### config.mk
export PLATFORM = sky130hd
export DESIGN_NAME = ref_input_revalidation
export DESIGN_NICKNAME = d
export VERILOG_FILES = /design/src/hdl/revalidation_pkg.sv /design/src/hdl/ref_input_revalidation.sv /design/src/hdl/ref_period_monitor.sv /design/src/hdl/revalidation_counter.sv
export SDC_FILE = /design/constraint.sdc
export NUM_CORES = 1
export LEC_CHECK = 0
export BUFFER_PORTS_ARGS = -buffer_cell sky130_fd_sc_hd__buf_2
export CAP_MARGIN = 20
export CELL_PAD_IN_SITES_DETAIL_PLACEMENT = 1
export CELL_PAD_IN_SITES_GLOBAL_PLACEMENT = 1
export CORE_ASPECT_RATIO = 0.75
export CORE_MARGIN = 1
export CORE_UTILIZATION = 44
export DETAILED_ROUTE_END_ITERATION = 10
export PLACE_DENSITY_LB_ADDON = 0.1
export SLEW_MARGIN = 20
export SYNTH_ARGS = -nofsm -noshare
export SYNTH_HDL_FRONTEND = slang
export SYNTH_SLANG_ARGS = --single-unit
### constraint.sdc
create_clock -name clock -period 2.74 [get_ports clock]
set_input_delay 0 -clock clock [delete_from_list [all_inputs] [get_ports clock]]
set_output_delay 0 -clock clock [all_outputs]
set_load 0.01 [all_outputs]
### src/hdl/revalidation_pkg.sv
// Package with register map, field layout and counts for reference re-validation
package revalidation_pkg;

    // ------------------------------------------------------------------
    // Register bus geometry
    // ------------------------------------------------------------------
    localparam int ADDR_W = 4;
    localparam int DATA_W = 8;

    // ------------------------------------------------------------------
    // Register offsets
    // ------------------------------------------------------------------
    localparam logic [ADDR_W-1:0] CONFIG_OFFSET = 4'h0;
    localparam logic [ADDR_W-1:0] WINDOW_OFFSET = 4'h1;
    localparam logic [ADDR_W-1:0] STATUS_OFFSET = 4'h2;
    localparam logic [ADDR_W-1:0] COUNT0_OFFSET = 4'h3;
    localparam logic [ADDR_W-1:0] COUNT1_OFFSET = 4'h4;

    // ------------------------------------------------------------------
    // Field layout and reset values
    // ------------------------------------------------------------------
    localparam int COUNT_SEL_LSB = 0;
    localparam int DIV_SEL_LSB = 2;
    localparam int FLAG_LSB = 0;
    localparam int BUSY_LSB = 2;
    localparam logic [1:0] COUNT_SEL_RESET = 2'h0;
    localparam logic [1:0] DIV_SEL_RESET = 2'h0;
    localparam logic [7:0] WINDOW_RESET = 8'h40;

    // ------------------------------------------------------------------
    // Counter geometry and programmable period counts
    // ------------------------------------------------------------------
    localparam int NUM_INPUTS = 2;
    localparam int CNT_W = 7;
    localparam logic [CNT_W-1:0] COUNT_CODE0 = 7'h02;
    localparam logic [CNT_W-1:0] COUNT_CODE1 = 7'h10;
    localparam logic [CNT_W-1:0] COUNT_CODE2 = 7'h20;
    localparam logic [CNT_W-1:0] COUNT_CODE3 = 7'h40;
    localparam logic [CNT_W-1:0] COUNT_ONE = 7'h01;
    localparam logic [CNT_W-1:0] COUNT_ZERO = 7'h00;
    localparam int DIV_W = 3;

    // Configuration carried from the register file to the monitors (divider) and the counters (count select)
    typedef struct packed {
        logic [1:0] div_sel;
        logic [1:0] count_sel;
    } ref_cfg_t;

    // Per-input period events from a monitor
    typedef struct packed {
        logic period_ok;
        logic edge_missing;
    } period_evt_t;

    // Periods needed to re-validate, counted after the divider
    function automatic logic [CNT_W-1:0] count_from_select(input logic [1:0] sel);
        logic [CNT_W-1:0] r;
        unique case (sel)
            2'h0: r = COUNT_CODE0;
            2'h1: r = COUNT_CODE1;
            2'h2: r = COUNT_CODE2;
            2'h3: r = COUNT_CODE3;
        endcase
        return r;
    endfunction

endpackage
### src/hdl/ref_input_revalidation.sv
// Top of the two-input reference re-validation block with its register port
//
// Contract
// - Two-bit select gives 2, 16, 32 or 64 periods to re-validate.
// - Periods are counted after the input divider, so count scales with ratio.
// - Each of the two reference inputs has its own counter.
// - A loss event loads that input's counter from the select setting.
// - Each valid consecutive divided period decrements the counter by one.
// - A missing edge for one period reloads the counter and restarts.
// - Counter reaching zero marks input valid and clears its loss flag.
//
// The register addresses and the address-and-strobe port were chosen for this implementation.
`timescale 1ns/10ps
`default_nettype none
module ref_input_revalidation
    import revalidation_pkg::*;
(
    // Clock, reset, enable
    input wire logic clock,
    input wire logic sys_rst,
    input wire logic clk_en,
    // Reference input pins
    input wire logic [NUM_INPUTS-1:0] ref_clk_in,
    // Loss-of-signal events from the activity monitors
    input wire logic [NUM_INPUTS-1:0] loss_event,
    // Register port
    input wire logic [ADDR_W-1:0] reg_addr,
    input wire logic [DATA_W-1:0] reg_wdata,
    input wire logic reg_wr,
    input wire logic reg_rd,
    output logic [DATA_W-1:0] reg_rdata_q,
    // Status
    output logic [NUM_INPUTS-1:0] signal_loss_flag
);

    // ------------------------------------------------------------------
    // Register file
    // ------------------------------------------------------------------
    ref_cfg_t cfg_q, cfg_d;
    logic [7:0] window_q, window_d;
    logic [DATA_W-1:0] rdata_d;
    logic [CNT_W-1:0] reload;
    logic [NUM_INPUTS-1:0] flag;
    logic [CNT_W-1:0] count [NUM_INPUTS];
    period_evt_t evt [NUM_INPUTS];

    // Writes steer the divider, the count and the watchdog window
    always_comb begin
        cfg_d = cfg_q;
        window_d = window_q;
        if (reg_wr && reg_addr == CONFIG_OFFSET) begin
            cfg_d.count_sel = reg_wdata[COUNT_SEL_LSB +: 2];
            cfg_d.div_sel = reg_wdata[DIV_SEL_LSB +: 2];
        end
        if (reg_wr && reg_addr == WINDOW_OFFSET) begin
            window_d = reg_wdata;
        end
        // Read data stand only in the cycle after the strobe
        rdata_d = '0;
        if (reg_rd) begin
            unique case (reg_addr)
                CONFIG_OFFSET: begin
                    rdata_d[COUNT_SEL_LSB +: 2] = cfg_q.count_sel;
                    rdata_d[DIV_SEL_LSB +: 2] = cfg_q.div_sel;
                end
                WINDOW_OFFSET: rdata_d = window_q;
                STATUS_OFFSET: begin
                    rdata_d[FLAG_LSB +: NUM_INPUTS] = flag;
                    rdata_d[BUSY_LSB +: NUM_INPUTS] = flag & ~loss_event;
                end
                COUNT0_OFFSET: rdata_d = {1'b0, count[0]};
                COUNT1_OFFSET: rdata_d = {1'b0, count[1]};
                default: rdata_d = '0;
            endcase
        end
    end

    always_ff @(posedge clock) begin
        if (sys_rst) begin
            cfg_q.count_sel <= COUNT_SEL_RESET;
            cfg_q.div_sel <= DIV_SEL_RESET;
            window_q <= WINDOW_RESET;
            reg_rdata_q <= '0;
            signal_loss_flag <= '0;
        end else if (clk_en) begin
            cfg_q <= cfg_d;
            window_q <= window_d;
            reg_rdata_q <= rdata_d;
            signal_loss_flag <= flag;
        end
    end

    // Count chosen by the select code
    assign reload = count_from_select(cfg_q.count_sel);

    // ------------------------------------------------------------------
    // Per-input monitor and counter
    // ------------------------------------------------------------------
    // Counters are independent so one input re-validates while the other holds
    for (genvar i = 0; i < NUM_INPUTS; i++) begin : g_input
        ref_period_monitor u_monitor (
            .clock(clock),
            .sys_rst(sys_rst),
            .clk_en(clk_en),
            .ref_pin(ref_clk_in[i]),
            .div_sel(cfg_q.div_sel),
            .window(window_q),
            .evt_q(evt[i])
        );
        revalidation_counter u_counter (
            .clock(clock),
            .sys_rst(sys_rst),
            .clk_en(clk_en),
            .loss_event(loss_event[i]),
            .evt(evt[i]),
            .reload(reload),
            .flag_q(flag[i]),
            .count_q(count[i])
        );
    end

endmodule
`default_nettype wire

### src/hdl/ref_period_monitor.sv
// Synchroniser, input divider and missing-edge watchdog for one reference input
`timescale 1ns/10ps
`default_nettype none
module ref_period_monitor
    import revalidation_pkg::*;
(
    // Clock and control
    input wire logic clock,
    input wire logic sys_rst,
    input wire logic clk_en,
    // Reference pin and settings
    input wire logic ref_pin,
    input wire logic [1:0] div_sel,
    input wire logic [7:0] window,
    // Events
    output period_evt_t evt_q
);

    logic sync1_q, sync2_q, sync3_q;
    logic sync1_d, sync2_d, sync3_d;
    logic [DIV_W-1:0] div_q, div_d;
    logic [7:0] gap_q, gap_d;
    period_evt_t evt_d;
    logic rise;
    logic div_wrap;

    // ------------------------------------------------------------------
    // Next state
    // ------------------------------------------------------------------
    // Only sync2 onward is examined, the first stage may be metastable
    always_comb begin
        sync1_d = ref_pin;
        sync2_d = sync1_q;
        sync3_d = sync2_q;
        rise = sync2_q & ~sync3_q;
        // Divider wraps after 2^div_sel input rises
        div_wrap = rise && (div_q == DIV_W'((1 << div_sel) - 1));
        div_d = div_q;
        if (rise) begin
            div_d = div_wrap ? '0 : div_q + 1'b1;
        end
        evt_d = '0;
        gap_d = gap_q + 1'b1;
        if (div_wrap) begin
            evt_d.period_ok = 1'b1;
            gap_d = '0;
        end else if (gap_q >= window) begin
            // A full window of clock cycles without a divided edge: report and rearm
            evt_d.edge_missing = 1'b1;
            gap_d = '0;
        end
    end

    // ------------------------------------------------------------------
    // Registers
    // ------------------------------------------------------------------
    always_ff @(posedge clock) begin
        if (sys_rst) begin
            sync1_q <= 1'b0;
            sync2_q <= 1'b0;
            sync3_q <= 1'b0;
            div_q <= '0;
            gap_q <= '0;
            evt_q <= '0;
        end else if (clk_en) begin
            sync1_q <= sync1_d;
            sync2_q <= sync2_d;
            sync3_q <= sync3_d;
            div_q <= div_d;
            gap_q <= gap_d;
            evt_q <= evt_d;
        end
    end

endmodule
`default_nettype wire

### src/hdl/revalidation_counter.sv
// Down-counter and loss flag for one reference input
`timescale 1ns/10ps
`default_nettype none
module revalidation_counter
    import revalidation_pkg::*;
(
    // Clock and control
    input wire logic clock,
    input wire logic sys_rst,
    input wire logic clk_en,
    // Events and setting
    input wire logic loss_event,
    input wire period_evt_t evt,
    input wire logic [CNT_W-1:0] reload,
    // State
    output logic flag_q,
    output logic [CNT_W-1:0] count_q
);

    logic flag_d;
    logic [CNT_W-1:0] count_d;

    // ------------------------------------------------------------------
    // Next state
    // ------------------------------------------------------------------
    // A loss event outranks everything, so a set never loses to a clear
    always_comb begin
        flag_d = flag_q;
        count_d = count_q;
        if (loss_event) begin
            flag_d = 1'b1;
            count_d = reload;
        end else if (flag_q) begin
            if (evt.edge_missing) begin
                count_d = reload;
            end else if (evt.period_ok) begin
                count_d = count_q - COUNT_ONE;
                if (count_q == COUNT_ONE) begin
                    flag_d = 1'b0;
                end
            end
        end
        // Idle while the flag is clear: count holds its last value
    end

    // ------------------------------------------------------------------
    // Registers
    // ------------------------------------------------------------------
    always_ff @(posedge clock) begin
        if (sys_rst) begin
            flag_q <= 1'b0;
            count_q <= COUNT_ZERO;
        end else if (clk_en) begin
            flag_q <= flag_d;
            count_q <= count_d;
        end
    end

endmodule
`default_nettype wire

==> reports/results.tsv, run 1 <==
stage	metric	value	unit
setup_path	crit_type	reg -> reg	
min_path	hp-start	loss_event[0]	
finish	mostFrequentLayoutCells	70 x dfxtp_1, 56 x nor2_1, 36 x nand2_1, 34 x a21oi_1, 30 x buf_2	
power	seqPwrFrac	43.0	%
setup_path	worstReg2RegStart	g_input[0].u_monitor.gap_q[0]	
power	p_int	1.887	mW
timing	fmax	449.6	MHz
setup_path	reg2reg_slack	0.52	ns
synthesis	synth_edf_count	0	
outcome	status	finished with violations	
min_path	hold_class	in -> reg	
floorplan	die_h	84.21	um
outcome	violations	design-rule violations	
clock_tree	cts.path.max_buffers	2	
run	cap_violations	0	
synthesis	mappedNetlistArea	3965	um2
setup_path	cp.required	3.03	ns
clock_tree	worstSkewPairLatency	0.34	ns
clock_tree	cts-root-buf	clkbuf_16	
synthesis	yosysWarnings	0	
finish	final_common_cell	dfxtp_1	
finish	finalNetCount	553	
setup_path	endpoint_kind	flip-flop	
synthesis	ys_ff_latch	70	
setup_path	max_stage_delay	0.46	ns
power	irDropWorstVdd	0.0003842	V
routing	dr.pass1.iters	8	
timing	setup-violations-final	0	
floorplan	ios	31	
power	switching_share	24.66	%
floorplan	die-area	9399	um2
grt	grt_max_degree	42	
timing	hold_violations	0	
power	p_sw	0.6179	mW
power	p_leak	1.804	nW
setup_path	startpoint_type	flip-flop	
routing	routed-via-count	3789	
timing	worst_pin_slew	1.074	ns
placed_design	pre_cts_slack	0.5448	ns
grt	grt.total_usage	27.26	%
setup_path	crit_buf_inv	1	
placed_design	hpwl	8524	um
setup_path	rr_endpoint	g_input[0].u_monitor.gap_q[2]	
clock_tree	cts_buffers	9	
floorplan	rows	29	
setup_path	critical_path.top_delay_family	compound AO/OA/AOI/OAI gates	
timing	fin_crit_sh	81.18	%
placed_design	dpl_cell_area	4183	um2
placed_design	place_inst	594	
timing	rsz0062_at_grt	false	
synthesis	muxShareOfSynthArea	6.374	%
setup_path	crit_slowest_cell	a2111oi_1	
floorplan	fp.dieW	111.6	um
timing	min_period	2.224	ns
synthesis	synthAdderAreaFrac	7.573	%
clock_tree	cts_tree	built	
synthesis	synth_compound_area_share	18.87	%
routing	wl_per_cell	19.11	um
synthesis	syn_nets	520	
clock_tree	htreeDepth	3	
synthesis	syn-instance-count	475	
synthesis	synth-async-reset-ratio	0	%
routing	ant_nets	0	
synthesis	synth_simple_gate_area_share	26.07	%
finish	area_delta_synth_final	15.87	%
setup_path	worst_r2r_path_depth	7	
routing	drt_iter0_markers	211	
finish	design_area	4594	um2
finish	fin_cells	621	
synthesis	synthDistinctLibCells	64	
grt	grt_pass1_vias	3704	
timing	slew_violations	0	
floorplan	core_area	8600	um2
grt	antenna_found_initial	0	
finish	n_antenna_cell	0	
grt	globalRoute.totalOverflow	0	
min_path	whs_endpoint	g_input[0].u_counter.flag_q	
timing	timing.final.ws_setup	0.5156	ns
synthesis	post_synth.cell_area_avg	8.347	um2
setup_path	path_max_fanout	8	
routing	viasPerCell	6.101	
routing	drcViolationCount	2	
floorplan	start_util	46.11	%
min_path	hold_depth	3	
timing	relSlewSlack	28.11	%
routing	routed_wl	11870	um
timing	setup_tns	0	ns
placed_design	place_congestion	0.9158	
grt	grt_pass1_wl	19990	um
clock_tree	clock_sinks	70	
synthesis	yosys_most_used_dff	dfxtp_1	
setup_path	cp_cell_sequence	inv_1 > ha_1 > nand2b_1 > a2111oi_1 > o31ai_2 > nor3_2 > a32o_1	
timing	fin_skew	0.004049	ns
power	p_comb_share	9.5	%
setup_path	cp.arrival	2.51	ns
power	power.clock.fraction	47.5	%
clock_tree	clk_pin_slew	0.06	ns
power	power_density	545.2	nW/um2
synthesis	yosysSeqAreaShare	35.34	%
synthesis	synth_top_family_by_area	simple AND/OR/NAND/NOR gates	
placed_design	io_buffers	30	
finish	drive_gt1_share	12.48	%
synthesis	synth-xor-area-share	1.104	%
[cell usage after synthesis (4+ instances only)]
cell type / number / share of area (%)
a211oi_1: 6 / 1.1
nor4_1: 7 / 1.1
inv_1: 17 / 1.6
o21a_1: 4 / 0.76
nand2_1: 36 / 3.4
nand3_1: 20 / 2.5
or3_1: 4 / 0.63
clkbuf_1: 11 / 1.0
and3_1: 7 / 1.1
nand4_1: 9 / 1.4
a31oi_1: 4 / 0.63
o21ai_0: 17 / 2.1
buf_2: 4 / 0.50
nand3b_1: 8 / 1.5
a22oi_1: 6 / 1.1
xnor2_1: 4 / 0.88
a21oi_1: 34 / 4.3
o211ai_1: 4 / 0.76
nor2b_1: 6 / 0.95
nor2_1: 56 / 5.3
a222oi_1: 5 / 1.3
a32o_1: 4 / 1.0
ha_1: 24 / 7.6
or2_2: 4 / 0.63
mux2i_1: 23 / 5.8
nor3_1: 10 / 1.3
dfxtp_1: 70 / 35
buf_1: 5 / 0.47
nand2b_1: 10 / 1.6
[layout make-up]
class | count | area [um2]
Inverter | 18 | 67.56
Multi-Input combinational cell | 363 | 2379
Fill cell | 1050 | 4005
Clock inverter | 4 | 45.04
Tap cell | 108 | 135.1
Sequential cell | 70 | 1401
Clock buffer | 12 | 256.5
Timing Repair Buffer | 46 | 310.3
[worst min-delay path: cells and delay by family]
family	cells	cell delay [ns]
AND/OR/NAND/NOR	1	0.09
buffers and inverters	1	0.13
AO/OA/AOI/OAI	1	0.10
[power by group through the flow]
stage / combinational, mW / clock [mW] / sequential [mW]
floorplan: 0.155 / 0 / 1.08
detailed placement: 0.222 / 0 / 1.10
CTS: 0.236 / 1.22 / 1.08
global route: 0.264 / 1.25 / 1.08
global placement: 0.215 / 0 / 1.10
finish: 0.237 / 1.19 / 1.08
[worst max path at each step]
stage | slack, ns | endpoint | depth (start not counted) | from
floorplan | 0.77 | g_input[0].u_monitor.gap_q[0] | 7 | g_input[0].u_monitor.gap_q[0]
global placement | 0.60 | g_input[0].u_monitor.gap_q[7] | 6 | window_q[0]
detailed placement | 0.54 | g_input[0].u_monitor.gap_q[7] | 7 | g_input[0].u_monitor.gap_q[0]
CTS | 0.51 | g_input[0].u_monitor.gap_q[2] | 6 | window_q[0]
global route | 0.33 | g_input[0].u_monitor.gap_q[4] | 7 | g_input[0].u_monitor.gap_q[0]
finish | 0.52 | g_input[0].u_monitor.gap_q[2] | 7 | g_input[0].u_monitor.gap_q[0]
[flip-flops by register name, indices dropped and copies added (netlist names)]
name,cells
g_input.u_monitor.div_q,6
g_input.u_counter.count_q,14
reg_rdata_q,8
window_q,8
g_input.u_monitor.evt_q,4
g_input.u_monitor.sync1_q,2
g_input.u_monitor.sync3_q,2
g_input.u_monitor.gap_q,16
signal_loss_flag,2
g_input.u_counter.flag_q,2
g_input.u_monitor.sync2_q,2
cfg_q,4
[layer usage]
metal | vias up | track usage, % | wire [um]
met4 | 0 | 7.862 | 139
met3 | 12 | 6.209 | 566
met1 | 1865 | 38.25 | 6036
met2 | 97 | 41.88 | 5124
li1 | 1815 | - | -
met5 | - | 0 | 0
[what timing repair did]
action	CTS	global route
setup buffers	0	0
gates resized for setup	0	0
hold endpoints to repair	15	0
hold buffers	11	0
[kinds of logic (layout without fill, tap and decap cells)]
| group | count (synthesis) | after routing |
|---|---|---|
| simple gates | 198 | 198 |
| compound gates | 111 | 111 |
| flops | 70 | 70 |
| buf+inv | 42 | 80 |
| mux | 25 | 25 |
| fa+ha+maj | 24 | 24 |
| xor+xnor | 5 | 5 |
[through the flow]
step	power (mW)	hold WS [ns]	util (%)
final	2.505	0.01486	53.43
after floorplan	1.239	0.1386	-
after detailed placement	1.318	0.2465	48.64
after CTS	2.529	0.01104	53.43
after global placement	1.310	0.2388	48.64
after global routing	2.592	0.03389	53.43
Power figures use the tool's default switching activity.
==> run 2, diff against run 1 <==
Settings changed: ABC_AREA set to 1, CORE_UTILIZATION 44 to 39.
Clock period 2.74 ns to 1.8 ns, I/O delays scaled along.
==> run 2 against run 1 <==
The flow now finishes without violations. Hold slack improved by 0.035 ns. Power grew 59%. Cell area up 4.3%. Final cell count rose by 24%. Via count rose by 6.1%. Critical endpoint is now g_input[0].u_monitor.gap_q[7]. Area after synthesis rose by 1.6%. Wire length rose by 4.1%. Synthesized cell count increased by 23%. Sequential share of layout area shrank 1.3 points. Register-to-register slack got worse by 0.37 ns. Non-clock buffer count up 7. Largest power group unchanged.
==> reports/results.tsv, run 2 <==
stage	metric	value	unit	change
outcome	status	complete, no violations		
finish	top_regs	g_input.u_monitor.gap_q (16), g_input.u_counter.count_q (14)		
synthesis	ys_ff_latch	70		unchanged
synthesis	post_synth.cell_area_avg	6.885	um2	-18%
timing	setup_tns	0	ns	unchanged
setup_path	cp_cell_sequence	inv_1 > ha_1 > nand2_1 > nand3_1 > nand2_1 > nand2_1 > a21oi_4 > nand3_1 > a21oi_1		
synthesis	synth_most_common_cell	nand2_1		
min_path	hold_class	in -> reg		
setup_path	startpoint_type	flip-flop		
finish	largest_reg_flops	16		unchanged
setup_path	cp_common_cell	nand2_1		
routing	routed-via-count	4020		+6.1%
timing	fin_crit_sh	91.77	%	+11 points
synthesis	yosys_most_used_dff	dfxtp_1		
finish	n_antenna_cell	0		unchanged
timing	fmax	605.4	MHz	+35%
floorplan	ios	31		unchanged
clock_tree	clock_sinks	70		unchanged
setup_path	cp.required	2.07	ns	-0.96 ns
timing	relSlewSlack	68.54	%	+40 points
finish	mostFrequentLayoutCells	118 x nand2_1, 76 x inv_1, 76 x nor2_1, 70 x dfxtp_1, 63 x a21oi_1		
floorplan	core_area	9852	um2	+15%
setup_path	crit_slowest_cell	dfxtp_1		
setup_path	reg2reg_slack	0.15	ns	-0.37 ns
timing	rsz0062_at_grt	false		
finish	multi_input_area	2268	um2	-4.6%
timing	fin_skew	0.005853	ns	+0.001804 ns
grt	grt_max_degree	40		-4.8%
floorplan	die_h	90.01	um	+6.9%
timing	setup-violations-final	0		unchanged
finish	final-seq-area	1401	um2	unchanged
setup_path	endpoint_kind	flip-flop		
routing	wl_per_cell	15.99	um	-16%
setup_path	cp-endpoint	g_input[0].u_monitor.gap_q[7]		
synthesis	synth-async-reset-ratio	0	%	unchanged
clock_tree	cts_tree	built		
setup_path	max_stage_delay	0.35	ns	-0.11 ns
setup_path	path_depth	9		+2
power	p_leak	2.116	nW	+17%
placed_design	pre_cts_slack	0.06834	ns	-0.4765 ns
run	cap_violations	0		unchanged
clock_tree	cts-root-buf	clkbuf_16		
setup_path	critical_path.top_delay_family	compound AO/OA/AOI/OAI gates		
finish	top_register	g_input.u_monitor.gap_q		
clock_tree	cts.path.max_buffers	2		unchanged
floorplan	fp.dieW	119.3	um	+6.9%
setup_path	path_max_fanout	8		unchanged
routing	ant_nets	0		unchanged
finish	final_common_cell	nand2_1		
synthesis	syn-instance-count	585		+23%
synthesis	yosysSeqAreaShare	34.79	%	-0.55 points
placed_design	place_congestion	0.8170		-11%
setup_path	crit_buf_inv	1		unchanged
synthesis	yosys-top-cells-count	118 x nand2_1, 76 x inv_1, 76 x nor2_1		
setup_path	worstReg2RegStart	g_input[0].u_monitor.gap_q[0]		
grt	grt.total_usage	24.77	%	-2.5 points
routing	viasPerCell	5.207		-15%
power	irDropWorstVdd	0.0003873	V	+0.82%
power	switching_share	26.72	%	+2.1 points
timing	slew_violations	0		unchanged
finish	n_fill_cell	1308		+25%
routing	routed_wl	12350	um	+4.1%
clock_tree	clk_pin_slew	0.06	ns	about the same
power	power.clock.fraction	45.8	%	-1.7 points
finish	finalNetCount	680		+23%
grt	grt_pass1_vias	4183		+13%
grt	grt_pass1_wl	20800	um	+4.0%
synthesis	mappedNetlistArea	4028	um2	+1.6%
routing	drt_iter0_markers	169		-20%
timing	hold_violations	0		unchanged
clock_tree	worstSkewPairLatency	0.34	ns	about the same
clock_tree	cts_buffers	9		unchanged
synthesis	synth.top_cell.area_share	34.79	%	-0.55 points
setup_path	crit_type	reg -> reg		
placed_design	io_buffers	30		unchanged
synthesis	synth_edf_count	0		unchanged
setup_path	cp-startpoint	g_input[0].u_monitor.gap_q[0]		
clock_tree	htreeDepth	3		unchanged
floorplan	die-area	10740	um2	+14%
synthesis	yosysTopAreaCell	dfxtp_1		
routing	dr.pass1.iters	4		-4
power	p_comb_share	12.8	%	+3.3 points
timing	timing.final.ws_setup	0.1482	ns	-0.3674 ns
power	seqPwrFrac	41.4	%	-1.6 points
grt	antenna_found_initial	0		unchanged
grt	globalRoute.totalOverflow	0		unchanged
setup_path	cp.arrival	1.92	ns	-0.59 ns
setup_path	worst_r2r_path_depth	9		+2
power	p_sw	1.067	mW	+73%
finish	drive_gt1_share	13.91	%	+1.4 points
synthesis	yosysWarnings	0		unchanged
synthesis	yosys-top-cells-area	dfxtp_1 35%, nand2_1 11%, a21oi_1 8.0%		
synthesis	syn_nets	630		+21%
routing	drcViolationCount	0		-2
clock_tree	post-cts-setup-buffers	0		unchanged
timing	worst_pin_slew	0.4719	ns	-0.6025 ns
floorplan	rows	31		+6.9%
power	p_int	2.927	mW	+55%
synthesis	synthDistinctLibCells	34		-47%
setup_path	rr_endpoint	g_input[0].u_monitor.gap_q[7]		
timing	min_period	1.652	ns	-0.5726 ns
power	power_density	833.2	nW/um2	+53%
finish	area_delta_synth_final	19.01	%	
placed_design	hpwl	9191	um	+7.8%
floorplan	start_util	40.88	%	-5.2 points
==> run 2: layer usage <==
metal | part of all wire [%] | global-route usage (%)
met3 | 3.5 | 5.203
met4 | 2.2 | 9.167
met2 | 46 | 40.70
met1 | 48 | 31.85
met5 | 0 | 0
==> run 2: worst min path at each step <==
stage                                   end  cells past startpoint  slack [ns]          start
2_1_floorplan                   window_q[6]                      2        0.13   reg_wdata[6]
3_3_place_gp   g_input[1].u_monitor.sync1_q                      3        0.23  ref_clk_in[1]
3_5_place_dp   g_input[1].u_monitor.sync1_q                      3        0.24  ref_clk_in[1]
4_1_cts                            cfg_q[1]                      3        0.04         reg_wr
5_1_grt                            cfg_q[1]                      3        0.06         reg_wr
6_report                     reg_rdata_q[7]                      4        0.05    reg_addr[3]
==> run 2: area by class of cell <==
cell class / count / share of cell area [%]
multi-input cells: 420 / 47.32
flip-flops and latches: 70 / 29.24
repair buffers: 53 / 7.361
inverters: 81 / 6.343
clock buffers: 12 / 5.351
well taps: 132 / 3.446
clock inverters: 4 / 0.9397
==> run 2: through the flow <==
stage	utilization, %	std cells	power, mW	hold slack [ns]	cell area (um2)
2_1_floorplan	-	585	2.013	0.1264	4028
3_3_place_gp	44.21	744	2.156	0.2316	4355
3_5_place_dp	44.21	744	2.177	0.2422	4355
4_1_cts	48.49	772	4.038	0.04392	4777
5_1_grt	48.65	772	4.175	0.05739	4793
6_report	48.65	772	3.994	0.04945	4793
==> run 2: worst register-to-register path: cells and delay by family (launching register included) <==
| kind | cells | cell delay (ns) |
|---|---|---|
| and+or+nand+nor | 5 | 0.42 |
| buffers and inverters | 1 | 0.09 |
| DFF | 1 | 0.35 |
| AOI/OAI and AO/OA | 2 | 0.43 |
| adders and majority gates | 1 | 0.30 |
==> run 2: kinds of logic (layout without fill, tap and decap cells) <==
| logic type | count (synthesis) | count (layout) | share of synthesized area (%) |
|---|---|---|---|
| and+or+nand+nor | 260 | 260 | 28.55 |
| AOI/OAI and AO/OA | 123 | 123 | 17.09 |
| buffers and inverters | 95 | 150 | 9.288 |
| DFF | 70 | 70 | 34.79 |
| adders and majority gates | 24 | 24 | 7.456 |
| xor gates and xnor gates | 13 | 13 | 2.827 |
==> run 2: power groups by stage <==
stage	Clock (mW)	Combinational [mW]	Sequential [mW]
after detailed placement	0	0.489	1.69
after floorplan	0	0.339	1.67
after global routing	1.93	0.579	1.66
final	1.83	0.512	1.65
after global placement	0	0.471	1.69
after CTS	1.87	0.515	1.65
==> run 2: repair_timing <==
item	4_1_cts	5_1_grt
endpoints found under the hold margin	16	0
gates resized for setup	0	4
endpoints found under the setup margin	0	16
hold buffers	12	0
==> run 3, diff against run 2 <==
Settings changed: CORE_ASPECT_RATIO 0.75 to 0.5, GPL_ROUTABILITY_DRIVEN set to 0.
==> run 3 against run 2 <==
Hold slack worse by 0.039 ns. First-iteration DRC count is 6.5% higher. Via count is 2.7% lower. Critical path type unchanged.
==> reports/results.tsv, run 3 (same netlist as run 2, synthesis figures left out) <==
stage	metric	value	unit	change
setup_path	cp.required	2.06	ns	about the same
routing	ant_nets	0		unchanged
grt	grtUsageMet3	5.528	%	+0.32 points
grt	grt_max_degree	40		unchanged
timing	min_period	1.694	ns	+0.04189 ns
finish	final_common_cell	nand2_1		
floorplan	rows	25		-19%
setup_path	endpoint_kind	flip-flop		
clock_tree	clk_pin_slew	0.06	ns	about the same
clock_tree	cts_tree	built		
routing	routed_wl	11980	um	-3.0%
setup_path	startpoint_type	flip-flop		
setup_path	crit_type	reg -> reg		
timing	fmax	590.4	MHz	-2.5%
power	power_density	849.6	nW/um2	+2.0%
placed_design	io_buffers	30		unchanged
timing	hold_violations	0		unchanged
floorplan	core_area	9728	um2	-1.3%
floorplan	start_util	41.40	%	+0.52 points
routing	drcViolationCount	0		unchanged
min_path	hold_class	in -> reg		
grt	grt.total_usage	24.15	%	-0.63 points
outcome	status	complete, no violations		
grt	top_usage_layer	met2		
setup_path	cp_common_cell	a21oi_1		
clock_tree	htreeDepth	3		unchanged
routing	drt_iter0_markers	180		+6.5%
finish	postLayoutCoreUtil	49.29	%	+0.63 points
min_path	whs_endpoint	reg_rdata_q[7]		
setup_path	crit_buf_inv	1		unchanged
timing	worst_pin_slew	0.4702	ns	-0.001708 ns
floorplan	die-area	10760	um2	+0.19%
clock_tree	cts_buffers	9		unchanged
timing	fin_skew	0.006988	ns	+0.001135 ns
finish	mostFrequentLayoutCells	118 x nand2_1, 75 x nor2_1, 74 x inv_1, 69 x dfxtp_1, 64 x a21oi_1		
placed_design	hpwl	8706	um	-5.3%
grt	grt_pass1_vias	3994		-4.5%
setup_path	critical_path.top_delay_family	compound AO/OA/AOI/OAI gates		
setup_path	reg2reg_slack	0.11	ns	-0.04 ns
routing	routed-via-count	3913		-2.7%
timing	fin_crit_sh	94.10	%	+2.3 points
routing	dr.pass1.iters	4		unchanged
timing	relSlewSlack	68.66	%	+0.11 points
grt	grtUsageMet1	31.61	%	-0.24 points
setup_path	cp_cell_sequence	inv_2 > ha_1 > a21oi_1 > o21ai_0 > a21oi_4 > nand3_1 > a21oi_1		
floorplan	die_h	73.86	um	-18%
min_path	hp-start	reg_addr[3]		
min_path	hold_depth	4		unchanged
run	cap_violations	0		unchanged
grt	grt_pass1_wl	19890	um	-4.4%
floorplan	ios	31		unchanged
setup_path	path_max_fanout	8		unchanged
setup_path	rr_endpoint	g_input[0].u_monitor.gap_q[7]		
grt	antenna_found_initial	0		unchanged
setup_path	worstReg2RegStart	window_q[5]		
timing	setup-violations-final	0		unchanged
finish	n_antenna_cell	0		unchanged
setup_path	crit_slowest_cell	dfxtp_1		
routing	wl_per_cell	15.52	um	-3.0%
power	total_power	4.073	mW	+2.0%
timing	setup_tns	0	ns	unchanged
grt	globalRoute.totalOverflow	0		unchanged
timing	slew_violations	0		unchanged
power	irDropWorstVdd	0.0004408	V	+14%
floorplan	fp.dieW	145.7	um	+22%
finish	finalNetCount	677		-0.44%
power	p_leak	2.095	nW	-1.0%
finish	area_delta_synth_final	19.04	%	about the same
setup_path	cp.arrival	1.95	ns	+0.03 ns
clock_tree	clock_sinks	70		unchanged
finish	drive_gt1_share	14.29	%	+0.38 points
setup_path	worst_r2r_path_depth	7		-2
clock_tree	cts-root-buf	clkbuf_16		
finish	top_regs	g_input.u_monitor.gap_q (16), g_input.u_counter.count_q (14)		
grt	gr-usage-met2	40.03	%	-0.67 points
setup_path	max_stage_delay	0.34	ns	about the same
clock_tree	worstSkewPairLatency	0.34	ns	about the same
finish	largest_reg_flops	16		unchanged
clock_tree	cts.path.max_buffers	2		unchanged
finish	top_register	g_input.u_monitor.gap_q		
routing	viasPerCell	5.069		-2.7%
finish	n_fill_cell	1286		-1.7%
run 3: cell count changes in the layout (fill, tap and decap cells not counted), moves of 2 or more:
cell / before / now
buf_4: 11 / 8
clkbuf_8: 2 / 0
inv_1: 76 / 74
inv_2: 5 / 7
run 3: stage by stage:
stage | worst slack [ns] | std cells | cell area [um2] | hold slack (ns)
after floorplan | 0.3620 | 585 | 4028 | 0.1264
after global placement | 0.1769 | 745 | 4344 | 0.2196
after detailed placement | 0.1134 | 745 | 4344 | 0.2297
after CTS | 0.06832 | 772 | 4770 | 0.009205
after global routing | -0.007991 | 772 | 4795 | 0.02470
final | 0.1063 | 772 | 4795 | 0.01036
run 3: area by class of cell:
| class | instances | area [um2] | area share (%) |
|---|---|---|---|
| Inverter | 81 | 304.0 | 6.341 |
| Sequential cell | 70 | 1403 | 29.25 |
| Tap cell | 135 | 168.9 | 3.523 |
| Clock buffer | 10 | 229.0 | 4.776 |
| Clock inverter | 6 | 86.33 | 1.801 |
| Timing Repair Buffer | 50 | 331.6 | 6.915 |
| Multi-Input combinational cell | 420 | 2272 | 47.39 |
run 3: timing repair:
item	in CTS	in global routing
hold buffers	11	0
endpoints found under the hold margin	12	0
endpoints found under the setup margin	0	13
buffers inserted	0	0
resized for setup	0	7
run 3: report_power, final:
part	total [mW]	switching, mW	internal (mW)
sequential	1.66	0.0468	1.61
combinational	0.496	0.322	0.174
clock	1.92	0.711	1.21
total	4.07	1.08	2.99
run 3: worst max path at each step:
stage                     start                            end  slack [ns]  cells past startpoint
floorplan           window_q[7]  g_input[1].u_monitor.gap_q[0]        0.36                      9
global placement    window_q[3]  g_input[0].u_monitor.gap_q[2]        0.18                      7
detailed placement  window_q[5]  g_input[0].u_monitor.gap_q[2]        0.11                      7
CTS                 window_q[5]  g_input[0].u_monitor.gap_q[7]        0.07                      7
global route        window_q[7]  g_input[1].u_monitor.gap_q[1]      -0.008                     10
finish              window_q[5]  g_input[0].u_monitor.gap_q[7]        0.11                      7
run 3: tightest hold or removal path, stage by stage:
cell and delay, ns:
buf_2 0.11, nor2_4 0.06, nand3_1 0.08, a21oi_1 0.05
run 3: routing by layer:
metal / share of wire (%) / wire (um) / up-vias
li1: - / - / 1989
met1: 50 / 5950 / 1858
met2: 45 / 5451 / 56
met3: 3.9 / 469 / 10
met4: 0.93 / 111 / 0
met5: 0 / 0 / -
